===== config.mk =====
export PLATFORM = sky130hd
export DESIGN_NAME = mie_exec
export DESIGN_NICKNAME = d
export VERILOG_FILES = /design/src/design/mie_sub_unit.v /design/src/design/mie_rot_unit.v /design/src/design/mie_exec.v
export VERILOG_INCLUDE_DIRS = /design/src /design/src/design
export SDC_FILE = /design/constraint.sdc
export NUM_CORES = 1
export LEC_CHECK = 0
export BUFFER_PORTS_ARGS = -buffer_cell sky130_fd_sc_hd__buf_4
export CAP_MARGIN = 20
export CORE_ASPECT_RATIO = 1.2
export CORE_UTILIZATION = 52
export CTS_CLUSTER_DIAMETER = 50
export DETAILED_ROUTE_END_ITERATION = 10
export GPL_TIMING_DRIVEN = 1
export HOLD_SLACK_MARGIN = 0.05
export PLACE_DENSITY = 0.85
export SLEW_MARGIN = 20
export SYNTH_ARGS = -nofsm -noshare
export SYNTH_HDL_FRONTEND = slang
export SYNTH_SLANG_ARGS = --single-unit
export TNS_END_PERCENT = 5

===== constraint.sdc =====
create_clock -name clk -period 3.49 [get_ports clk]
set_input_delay 0.349 -clock clk [delete_from_list [all_inputs] [get_ports clk]]
set_output_delay 0.349 -clock clk [all_outputs]
set_load 0.01 [all_outputs]

===== src/design/mie_map.vh =====
`ifndef MIE_MAP_VH
`define MIE_MAP_VH
`define MIE_OP_NONE 5'h00
`define MIE_OP_IRQ_EXIT 5'h01
`define MIE_OP_SUB_EXIT_LOAD 5'h02
`define MIE_OP_ROT_L 5'h03
`define MIE_OP_ROT_LC 5'h04
`define MIE_OP_ROT_R 5'h05
`define MIE_OP_ROT_RC 5'h06
`define MIE_OP_SUB_BORROW 5'h07
`define MIE_OP_SUB_MEM 5'h08
`define MIE_OP_SUB_IMM 5'h09
`define MIE_OP_DEC_SKIP 5'h0a
`define MIE_OP_INC_SKIP 5'h0b
`define MIE_OP_BIT_SKIP_NZ 5'h0c
`define MIE_OP_BIT_SKIP_Z 5'h0d
`define MIE_OP_BYTE_SKIP_Z 5'h0e
`define MIE_OP_COPY_SKIP_Z 5'h0f
`define MIE_OP_FILL 5'h10
`define MIE_OP_FILL_BIT 5'h11
`define MIE_OP_NIBBLE 5'h12
`define MIE_OP_TAB_FETCH 5'h13
`define MIE_OP_TAB_LAST 5'h14
`define MIE_OP_XOR_MEM 5'h15
`define MIE_OP_XOR_IMM 5'h16
`define MIE_RST_WORK 8'h00
`define MIE_RST_FLAGS 4'h0
`define MIE_FLAG_C 0
`define MIE_FLAG_AC 1
`define MIE_FLAG_Z 2
`define MIE_FLAG_OV 3
`define MIE_CYCLES_SKIP 2'h2
`endif


===== src/design/mie_sub_unit.v =====
`timescale 1ns/100ps
`default_nettype none
module mie_sub_unit (
  input wire [7:0] minuend,
  input wire [7:0] subtrahend,
  input wire borrow_in_n,
  output reg [7:0] diff,
  output reg carry_out,
  output reg half_out,
  output reg wrap_out
);
  reg [8:0] full;
  reg [4:0] low;
  always @* begin
    full = {1'b0, minuend} + {1'b0, ~subtrahend} + {8'h00, borrow_in_n};
    low = {1'b0, minuend[3:0]} + {1'b0, ~subtrahend[3:0]} + {4'h0, borrow_in_n};
    diff = full[7:0];
    // Carry set means no borrow, so a negative result clears it.
    carry_out = full[8];
    half_out = low[4];
    wrap_out = (minuend[7] ^ subtrahend[7]) & (minuend[7] ^ full[7]);
  end
endmodule
`default_nettype wire


===== src/design/mie_rot_unit.v =====
`timescale 1ns/100ps
`default_nettype none
module mie_rot_unit (
  input wire [7:0] value,
  input wire carry_in,
  input wire left,
  input wire via_carry,
  output reg [7:0] result,
  output reg carry_out
);
  always @* begin
    if (left) begin
      result = {value[6:0], via_carry ? carry_in : value[7]};
      carry_out = via_carry ? value[7] : carry_in;
    end else begin
      result = {via_carry ? carry_in : value[0], value[7:1]};
      carry_out = via_carry ? value[0] : carry_in;
    end
  end
endmodule
`default_nettype wire


===== src/design/mie_exec.v =====
// The address map and the plain strobed port were decided locally.
`timescale 1ns/100ps
`default_nettype none
`include "mie_map.vh"
module mie_exec #(
  parameter PC_W = 11,
  parameter PROG_W = 16
) (
  input wire clk,
  input wire sys_rst,
  input wire instr_valid,
  input wire [4:0] op_code,
  input wire to_work,
  input wire [2:0] bit_sel,
  input wire [7:0] imm_data,
  input wire [7:0] mem_rdata,
  input wire [PC_W-1:0] stack_top,
  input wire [PC_W-1:0] pc_current,
  input wire irq_pending,
  input wire [7:0] table_ptr_high,
  input wire [7:0] table_ptr_low,
  input wire [PROG_W-1:0] prog_rdata,
  output wire busy,
  output reg mem_we,
  output reg [7:0] mem_wdata,
  output reg [PROG_W-1:0] prog_addr,
  output reg stack_pop,
  output reg pc_load,
  output reg [PC_W-1:0] pc_next,
  output reg skip_next,
  output reg irq_service,
  output reg [7:0] working_register,
  output reg master_irq_enable,
  output reg borrow_out_bit,
  output reg half_carry,
  output reg null_result_flag,
  output reg signed_wrap_flag,
  output reg [7:0] table_high_latch
);

  // --------------------------------------------------------------
  // Datapath units
  // --------------------------------------------------------------
  wire [7:0] sub_rhs;
  wire sub_bin;
  wire [7:0] sub_diff;
  wire sub_c;
  wire sub_ac;
  wire sub_ov;
  wire [7:0] rot_res;
  wire rot_c;
  wire rot_left;
  wire rot_via;

  // Both immediate forms share this mux, so subtract and exclusive-or pick the same operand source.
  assign sub_rhs = ((op_code == `MIE_OP_SUB_IMM) || (op_code == `MIE_OP_XOR_IMM)) ? imm_data : mem_rdata;
  // Plain subtraction feeds a fixed carry-in of one, so it shares the adder.
  assign sub_bin = (op_code == `MIE_OP_SUB_BORROW) ? borrow_out_bit : 1'b1;
  assign rot_left = (op_code == `MIE_OP_ROT_L) || (op_code == `MIE_OP_ROT_LC);
  assign rot_via = (op_code == `MIE_OP_ROT_LC) || (op_code == `MIE_OP_ROT_RC);

  mie_sub_unit u_sub (
    .minuend(working_register),
    .subtrahend(sub_rhs),
    .borrow_in_n(sub_bin),
    .diff(sub_diff),
    .carry_out(sub_c),
    .half_out(sub_ac),
    .wrap_out(sub_ov)
  );

  mie_rot_unit u_rot (
    .value(mem_rdata),
    .carry_in(borrow_out_bit),
    .left(rot_left),
    .via_carry(rot_via),
    .result(rot_res),
    .carry_out(rot_c)
  );

  // --------------------------------------------------------------
  // Sequencing
  // --------------------------------------------------------------
  localparam ST_IDLE = 1'b0;
  localparam ST_DUMMY = 1'b1;

  reg state_q;
  reg [PROG_W-1:0] tab_addr;
  reg do_skip;
  reg is_skip_op;
  reg is_table;
  reg [7:0] incdec;

  function is_zero;
    input [7:0] v;
    begin
      is_zero = (v == 8'h00);
    end
  endfunction

  // The dummy cycle holds off the core so a skipped fetch is discarded.
  assign busy = (state_q == ST_DUMMY);

  always @* begin
    tab_addr = {PROG_W{1'b0}};
    tab_addr[15:0] = {table_ptr_high, table_ptr_low};
    if (op_code == `MIE_OP_TAB_LAST) begin
      // Last page means all upper address bits high.
      tab_addr = {PROG_W{1'b1}};
      tab_addr[7:0] = table_ptr_low;
    end
  end

  always @* begin
    incdec = (op_code == `MIE_OP_DEC_SKIP) ? (mem_rdata - 8'h01) : (mem_rdata + 8'h01);
    is_table = (op_code == `MIE_OP_TAB_FETCH) || (op_code == `MIE_OP_TAB_LAST);
    is_skip_op = 1'b0;
    do_skip = 1'b0;
    case (op_code)
      `MIE_OP_DEC_SKIP, `MIE_OP_INC_SKIP: begin
        is_skip_op = 1'b1;
        do_skip = is_zero(incdec);
      end
      `MIE_OP_BIT_SKIP_NZ: begin
        is_skip_op = 1'b1;
        do_skip = mem_rdata[bit_sel];
      end
      `MIE_OP_BIT_SKIP_Z: begin
        is_skip_op = 1'b1;
        do_skip = ~mem_rdata[bit_sel];
      end
      `MIE_OP_BYTE_SKIP_Z, `MIE_OP_COPY_SKIP_Z: begin
        is_skip_op = 1'b1;
        do_skip = is_zero(mem_rdata);
      end
      default: begin
        is_skip_op = 1'b0;
      end
    endcase
  end

  always @(posedge clk or posedge sys_rst) begin
    if (sys_rst) begin
      state_q <= ST_IDLE;
    end else begin
      case (state_q)
        ST_IDLE: begin
          if (instr_valid && is_skip_op && do_skip) begin
            state_q <= ST_DUMMY;
          end
        end
        ST_DUMMY: begin
          state_q <= ST_IDLE;
        end
        default: begin
          state_q <= ST_IDLE;
        end
      endcase
    end
  end

  // --------------------------------------------------------------
  // Execution
  // --------------------------------------------------------------
  wire take;
  assign take = instr_valid && (state_q == ST_IDLE);

  always @(posedge clk or posedge sys_rst) begin
    if (sys_rst) begin
      mem_we <= 1'b0;
      mem_wdata <= 8'h00;
      prog_addr <= {PROG_W{1'b0}};
      stack_pop <= 1'b0;
      pc_load <= 1'b0;
      pc_next <= {PC_W{1'b0}};
      skip_next <= 1'b0;
      irq_service <= 1'b0;
      working_register <= `MIE_RST_WORK;
      master_irq_enable <= 1'b0;
      borrow_out_bit <= 1'b0;
      half_carry <= 1'b0;
      null_result_flag <= 1'b0;
      signed_wrap_flag <= 1'b0;
      table_high_latch <= 8'h00;
    end else begin
      mem_we <= 1'b0;
      stack_pop <= 1'b0;
      pc_load <= 1'b0;
      skip_next <= 1'b0;
      irq_service <= 1'b0;
      if (take) begin
        if (is_table) begin
          prog_addr <= tab_addr;
        end
        skip_next <= is_skip_op && do_skip;
        case (op_code)
          `MIE_OP_IRQ_EXIT: begin
            stack_pop <= 1'b1;
            pc_load <= 1'b1;
            pc_next <= stack_top;
            master_irq_enable <= 1'b1;
            // The core vectors to the pending handler instead of the popped address.
            irq_service <= irq_pending;
          end
          `MIE_OP_SUB_EXIT_LOAD: begin
            stack_pop <= 1'b1;
            pc_load <= 1'b1;
            pc_next <= stack_top;
            working_register <= imm_data;
          end
          `MIE_OP_ROT_L, `MIE_OP_ROT_LC, `MIE_OP_ROT_R, `MIE_OP_ROT_RC: begin
            if (to_work) begin
              working_register <= rot_res;
            end else begin
              mem_we <= 1'b1;
              mem_wdata <= rot_res;
            end
            borrow_out_bit <= rot_c;
          end
          `MIE_OP_SUB_BORROW, `MIE_OP_SUB_MEM, `MIE_OP_SUB_IMM: begin
            if (to_work || op_code == `MIE_OP_SUB_IMM) begin
              working_register <= sub_diff;
            end else begin
              mem_we <= 1'b1;
              mem_wdata <= sub_diff;
            end
            borrow_out_bit <= sub_c;
            half_carry <= sub_ac;
            signed_wrap_flag <= sub_ov;
            null_result_flag <= is_zero(sub_diff);
          end
          `MIE_OP_DEC_SKIP, `MIE_OP_INC_SKIP: begin
            if (to_work) begin
              working_register <= incdec;
            end else begin
              mem_we <= 1'b1;
              mem_wdata <= incdec;
            end
          end
          `MIE_OP_COPY_SKIP_Z: begin
            working_register <= mem_rdata;
          end
          `MIE_OP_FILL: begin
            mem_we <= 1'b1;
            mem_wdata <= 8'hff;
          end
          `MIE_OP_FILL_BIT: begin
            mem_we <= 1'b1;
            mem_wdata <= mem_rdata | (8'h01 << bit_sel);
          end
          `MIE_OP_NIBBLE: begin
            if (to_work) begin
              working_register <= {mem_rdata[3:0], mem_rdata[7:4]};
            end else begin
              mem_we <= 1'b1;
              mem_wdata <= {mem_rdata[3:0], mem_rdata[7:4]};
            end
          end
          `MIE_OP_XOR_MEM, `MIE_OP_XOR_IMM: begin
            if (op_code == `MIE_OP_XOR_MEM && !to_work) begin
              mem_we <= 1'b1;
              mem_wdata <= working_register ^ mem_rdata;
              null_result_flag <= is_zero(working_register ^ mem_rdata);
            end else begin
              working_register <= working_register ^ sub_rhs;
              null_result_flag <= is_zero(working_register ^ sub_rhs);
            end
          end
          default: begin
            mem_we <= 1'b0;
          end
        endcase
      end else if (state_q == ST_IDLE && is_table) begin
        prog_addr <= tab_addr;
      end
    end
  end

  // --------------------------------------------------------------
  // Table word capture
  // --------------------------------------------------------------
  // Program memory answers within the cycle of the registered address, so the word is latched on the next edge.
  reg tab_pend_q;
  always @(posedge clk or posedge sys_rst) begin
    if (sys_rst) begin
      tab_pend_q <= 1'b0;
    end else begin
      tab_pend_q <= take && is_table;
      if (tab_pend_q) begin
        table_high_latch <= prog_rdata[PROG_W-1:8];
      end
    end
  end

  wire unused_ok;
  assign unused_ok = ^pc_current;
endmodule
`default_nettype wire


Yosys cells after proc, flatten, opt, wreduce, memory -nomap -nowiden

Index checks and enable logic that the tools add are counted.

Register bits after elaboration: 62
Bits of input ports: 83
Output and inout port bits: 62
Logic and storage cells: 154

$add $sub $neg: 6
Magnitude comparators: 1
Eq/ne operators: 34
Shifts and indexed selects: 1
Mux-type cells: 44
Bitwise operators: 11
Reductions and logical operators: 41

Operators by type and width:

| kind                                             | number |
|---|---|
| one-hot mux 8 bit (7 select lines)               | 2 |
| 2-to-1 mux 8 bit                                 | 13 |
| 2-to-1 mux 16 bit                                | 4 |
| == test 5 x 4 -> 1 bit, second input constant    | 8 |
| zero test 8 bit                                  | 5 |
| == test 5 bit, second input constant             | 7 |
| != test 2 bit, second input constant             | 11 |
| == test 5 x 3 -> 1 bit, second input constant    | 4 |
| 2-to-1 mux 1 bit                                 | 19 |
| bitwise XOR 8 bit                                | 2 |
| AND reduction 7 bit                              | 2 |
| nonzero test 7 bit                               | 2 |
| AND reduction 2 bit                              | 6 |
| == test 5 x 2 -> 1 bit, second input constant    | 2 |
| OR reduction 2 bit                               | 5 |
| adder 8 x 8 -> 9 bit                             | 1 |
| adder 9 x 1 -> 9 bit                             | 1 |
| adder 8 x 1 -> 8 bit, second input constant      | 1 |
| NOT 8 bit                                        | 1 |
| bitwise OR 8 bit                                 | 1 |
| one-hot mux 1 bit (4 select lines)               | 2 |
| left shift 1 x 3 -> 8 bit, first input constant  | 1 |
| subtractor 8 x 1 -> 8 bit, second input constant | 1 |
| logical AND 1 bit                                | 7 |
| 19 further kinds                                 | 30 |

Logic depth before layout (Yosys ltp)

Depth in word-level cells: 8
Depth in mapped cells: 14
Gate-level depth less buffers: 13

By module

Synthesis repeated with hierarchy kept, for this count alone.

Cells, all modules: 552
Area, all modules: 4,828.4 um^2

By module, submodules not included:

| module       | instances | cells an instance | area an instance (um^2) | seq. area each (um^2) |
|---|---|---|---|---|
| mie_exec     | 1         | 480               | 4,279.1                 | 1,591.5 |
| mie_sub_unit | 1         | 56                | 414.1                   | 0.0 |
| mie_rot_unit | 1         | 16                | 135.1                   | 0.0 |

Worst setup path before layout

No wires, ideal clock.

Kind: input to register
From: input op_code[2]
To: register null_result_flag
Library setup time: 0.126 ns
Arrival: 3.643 ns
Data required time: 3.364 ns
Path slack: -0.279 ns
Cell stages on the path: 14
Path buffers: 1
Cell sequence: buf_2 and2b_1 nand2_1 o22ai_2 mux2_2 fa_1 fa_1 nand2b_1 a21oi_1 xor2_1 nor2_1 and3_1 nor4b_1 o32a_1

Cells in the longest elaborated chain, start to end: 8
Elaborated cells on any way between the ends: 21
Those cells by class: add/sub: 2; eq/ne: 5; mux: 4; bitwise: 2; reduce/logical: 8

RTL lines:

| what                                                           | RTL line          | text |
|---|---|---|
| start: declaration                                             | mie_exec.v:12     | `input wire [4:0] op_code,` |
| == test 5 x 4 -> 1 bit / == test 5 bit (equally long branches) | mie_exec.v:196    | `case (op_code)` |
| logical OR 1 bit                                               | mie_exec.v:56     | `` assign sub_rhs = ((op_code == `MIE_OP_SUB_IMM) \|\| (op_code == `MIE_OP_XOR_IMM)) ? imm_data : mem_rdata; `` |
| 2-to-1 mux 8 bit                                               | mie_exec.v:56     |  |
| NOT 8 bit                                                      | mie_sub_unit.v:15 | `full = {1'b0, minuend} + {1'b0, ~subtrahend} + {8'h00, borrow_in_n};` |
| adder 8 x 8 -> 9 bit                                           | mie_sub_unit.v:15 |  |
| adder 9 x 1 -> 9 bit                                           | mie_sub_unit.v:15 |  |
| zero test 8 bit                                                | mie_exec.v:97     | `is_zero = (v == 8'h00);` |
| one-hot mux 1 bit (2 select lines)                             | mie_exec.v:196    |  |
| end signal: assignment                                         | mie_exec.v:230    | `null_result_flag <= is_zero(sub_diff);` |
| end signal: assignment                                         | mie_exec.v:263    | `null_result_flag <= is_zero(working_register ^ mem_rdata);` |
| end signal: assignment                                         | mie_exec.v:266    | `null_result_flag <= is_zero(working_register ^ sub_rhs);` |
| end: declaration                                               | mie_exec.v:36     | `output reg null_result_flag,` |

Several ways; a longest one is shown, not always the timed one.
A chain may end at the register's enable or synchronous reset.

Worst setup path in the final report

From: input op_code[4]
To: register working_register[6]

Cells in the longest elaborated chain, start to end: 8
Elaborated cells on any way between the ends: 42
Those cells by class: add/sub: 2; eq/ne: 19; mux: 9; bitwise: 2; reduce/logical: 10

RTL lines:

| what                                                           | RTL line          | text |
|---|---|---|
| == test 5 x 4 -> 1 bit / == test 5 bit (equally long branches) | mie_exec.v:196    |  |
| logical OR 1 bit                                               | mie_exec.v:56     |  |
| 2-to-1 mux 8 bit                                               | mie_exec.v:56     |  |
| NOT 8 bit                                                      | mie_sub_unit.v:15 |  |
| adder 8 x 8 -> 9 bit                                           | mie_sub_unit.v:15 |  |
| adder 9 x 1 -> 9 bit                                           | mie_sub_unit.v:15 |  |
| 2-to-1 mux 8 bit                                               | mie_exec.v:221    | `` if (to_work \|\| op_code == `MIE_OP_SUB_IMM) begin `` |
| one-hot mux 8 bit (7 select lines)                             | mie_exec.v:196    |  |
| end signal: assignment                                         | mie_exec.v:209    | `working_register <= imm_data;` |
| end signal: assignment                                         | mie_exec.v:222    | `working_register <= sub_diff;` |
| end signal: assignment                                         | mie_exec.v:234    | `working_register <= incdec;` |
| end: declaration                                               | mie_exec.v:32     | `output reg [7:0] working_register,` |

Several ways; a longest one is shown, not always the timed one. The select of a mux whose other input is x is not followed.

==> flow_metrics.tcl <==
set metrics [dict create \
    run_status "finished clean" \
    via_count 4601 \
    rsz0062_at_grt "no" \
    drt_iter0_markers 321 \
    grt.overflow.total 0 \
    synth-edff-count 8 \
    drive_above_1_share_pct 34.3 \
    dp.final_hpwl_mm 10.7 \
    syn_inst 497 \
    slowest_delay_ns 0.43 \
    drc 0 \
    crit_fanout 3 \
    hold_viol 0 \
    first_global_vias 4578 \
    setup_viol 0 \
    crit_type "input pin to register" \
    hp-class "input pin to async pin" \
    syn_nets 599 \
    crit_chain "buf_4 > or3b_1 > o22ai_4 > mux2_4 > fa_2 > fa_2 > nand2b_4 > a21oi_1 > nor3_1 > o2111ai_1 > o211ai_1 > buf_4 > o22ai_1 > o21ai_1" \
    clk_pin_slew_ns 0.08 \
    start_kind "input pin" \
    syn2layout_area_growth_pct 30.7 \
    mostFrequentLayoutCells "buf_4, nor2_1, dfrtp_1" \
    netlist_area_sq_mm 0.00453 \
    drt_wl_total_mm 14.0 \
    final.setup.tns_ns 0 \
    boundaryPins 145 \
    cts-htree-levels 3 \
    num_rows 36 \
    p_leak_nw 2.71 \
    num_antenna_cells 0 \
    synth_warnings 0 \
    fmax_mhz 306 \
    cts.sinks 62 \
    root_buffer "clkbuf_8" \
    final_common_cell "buf_4" \
    wire_per_inst_um 18.6 \
    drv_cap 0 \
    end_kind "register" \
    crit_slowest_cell "or3b_1" \
    nFillCells 694 \
    crit_family "compound AO/OA/AOI/OAI gates" \
    report.final.slew_viol_count 0 \
    final_nets 735 \
    chipHeight_um 104 \
    ir_drop_uv 318 \
    vias_per_cell 6.12 \
    place.gp.congestion 1.06 \
    cts_tree "built" \
    numCtsBuffers 9 \
    max-clock-path-buffers 2 \
    slew_headroom_pct 25.4 \
    worst-path-buf-inv 2 \
    ys_types 70 \
    cp_data_arrival_time_ns 3.48 \
    powerDensity_mw_per_mm2 485 \
    synth-seq-cells 62 \
    postCtsSetupRepairBufs 0 \
    seq_area_frac_synth_pct 35.1 \
    coreArea_sq_mm 0.00829 \
    yosys.area.top_type "dfrtp_1" \
    die_area_sq_mm 0.00910 \
    r2r_slack_ns 0.50 \
    start_util_pct 54.7 \
    clkLatencyLatePin_ns 0.35 \
    clock_skew_ns 0.0123 \
    antenna_found_initial 0 \
    die_x_um 87.2 \
    ys.flop_type "dfrtp_1" \
    synth_top_area_share_pct 29.8 \
    track_usage_pct 31.7 \
    async_flop_share_pct 87.1 \
    tightestPinTransition_ns 1.12 \
    finalCriticalPeriod_ns 3.27 \
    syn_area_per_cell_sq_um 9.12 \
    dr.pass1.iters 5 \
    postPlaceCellArea_sq_mm 0.00573 \
    port_buffers 125 \
    fin_crit_sh_pct 93.8 \
    grt_max_degree 33 \
    worst_ep_required_time_ns 3.70 \
    grt_pass1_wl_mm 22.0 \
    final_cell_area_sq_mm 0.00592 \
    antenna_left 0 \
    ys_top_cells_by_area "dfrtp_1, mux2_2, edfxtp_1, nor2_1, ha_1" \
]
==> synth_stat cells, types with 3 or more instances <==
| cell | count |
|---|---|
| o21ai_0 | 30 |
| buf_2 | 9 |
| o21ai_1 | 3 |
| a211oi_1 | 9 |
| nor4_1 | 8 |
| and2_1 | 3 |
| nor2_1 | 58 |
| o21bai_1 | 3 |
| buf_6 | 3 |
| clkbuf_1 | 19 |
| ha_1 | 16 |
| nand2b_1 | 13 |
| fa_1 | 3 |
| nand2_1 | 37 |
| o22ai_1 | 6 |
| o211ai_1 | 3 |
| nor3b_1 | 5 |
| mux2_2 | 28 |
| o31ai_1 | 7 |
| dfrtp_1 | 54 |
| nor3_1 | 15 |
| xor2_1 | 15 |
| mux2i_1 | 14 |
| a21o_1 | 6 |
| xnor2_1 | 7 |
| a2111oi_0 | 3 |
| o32ai_1 | 7 |
| nor2b_1 | 7 |
| edfxtp_1 | 8 |
| inv_1 | 13 |
| a311oi_1 | 3 |
| o2111ai_1 | 4 |
| a21oi_1 | 30 |
==> worst paths after layout <==
check | cells after the start | to | from
min | 2 | skip_next$_DFF_PP0_ | sys_rst
max reg2reg | 11 | working_register[6]$_DFFE_PP0P_ | borrow_out_bit$_DFFE_PP0P_
min reg2reg | 1 | master_irq_enable$_DFFE_PP0P_ | master_irq_enable$_DFFE_PP0P_
max in group asynchronous | 3 | prog_addr[7]$_DFFE_PP0P_ | sys_rst
min in group clk | 1 | table_high_latch[6]$_DFFE_PP_ | prog_rdata[14]
max | 14 | working_register[6]$_DFFE_PP0P_ | op_code[4]
==> flip-flops by register name (all words and copies together) (netlist names) <==
| name | count |
|---|---|
| prog_addr | 16 |
| pc_next | 11 |
| mem_wdata | 8 |
| table_high_latch | 8 |
| working_register | 8 |
| borrow_out_bit | 1 |
| busy | 1 |
| half_carry | 1 |
| irq_service | 1 |
| master_irq_enable | 1 |
| mem_we | 1 |
| null_result_flag | 1 |
| pc_load | 1 |
| signed_wrap_flag | 1 |
| skip_next | 1 |
| tab_pend_q | 1 |
==> worst reg2reg max path, delay by kind of cell, from the launching register on <==
kind                     cells  cell delay, ns
AND/OR/NAND/NOR              3            1.02
AO/OA/AOI/OAI                5            0.67
adder cells (fa/ha/maj)      2            0.53
flip-flops                   1            0.45
buffers and inverters        1            0.19
==> layout make-up <==
class | instances | area, sq um | area share, %
clock buffer | 10 | 128 | 2.15
clock inverter | 6 | 62.6 | 1.06
inverter | 13 | 48.8 | 0.824
multi-input combinational | 389 | 2770 | 46.7
sequential | 62 | 1590 | 26.9
tap | 114 | 143 | 2.41
timing repair buffer | 158 | 1190 | 20.0
==> cells by family (layout without fill, tap and decap cells) <==
kind of cell | count (synthesis) | in the layout | synth area share, %
simple gates | 166 | 166 | 18.3
compound gates | 138 | 138 | 20.9
flops | 62 | 62 | 35.1
buf+inv | 46 | 187 | 4.72
mux | 44 | 44 | 11.0
xor+xnor | 22 | 22 | 4.25
fa+ha+maj | 19 | 19 | 5.74
==> where the power goes <==
| part | internal, W | total, W | switching, W |
|---|---|---|---|
| Sequential | 0.000892 | 0.00102 | 0.000130 |
| Combinational | 0.000616 | 0.00123 | 0.000617 |
| Clock | 0.000328 | 0.000618 | 0.000290 |
| Total | 0.00184 | 0.00287 | 0.00104 |
==> per-stage QoR <==
step	total power [W]	utilization (%)	instances	hold WS (ns)	setup WS (ns)
finish	0.00287	71.5	752	0.0516	0.217
global route	0.00304	71.5	752	0.0902	0.0165
CTS	0.00287	71.4	752	0.0560	0.136
detailed placement	0.00225	69.1	736	0.440	-0.211
global placement	0.00222	69.1	736	0.433	-0.154
floorplan	0.00168	-	497	0.448	0.0187
==> timing repair <==
action	CTS	global route
hold buffers	0	0
setup endpoints to repair	0	1
gates resized for setup	0	2
==> routing by layer <==
metal / global-route usage [%] / share of wire, % / up-vias
met2: 51.3 / 47 / 324
met4: 20.8 / 5.4 / 0
li1: - / - / 2107
met3: 6.03 / 9.7 / 60
met1: 37.8 / 38 / 2110
met5: 0 / 0 / -
Power figures use the tool's default switching activity.
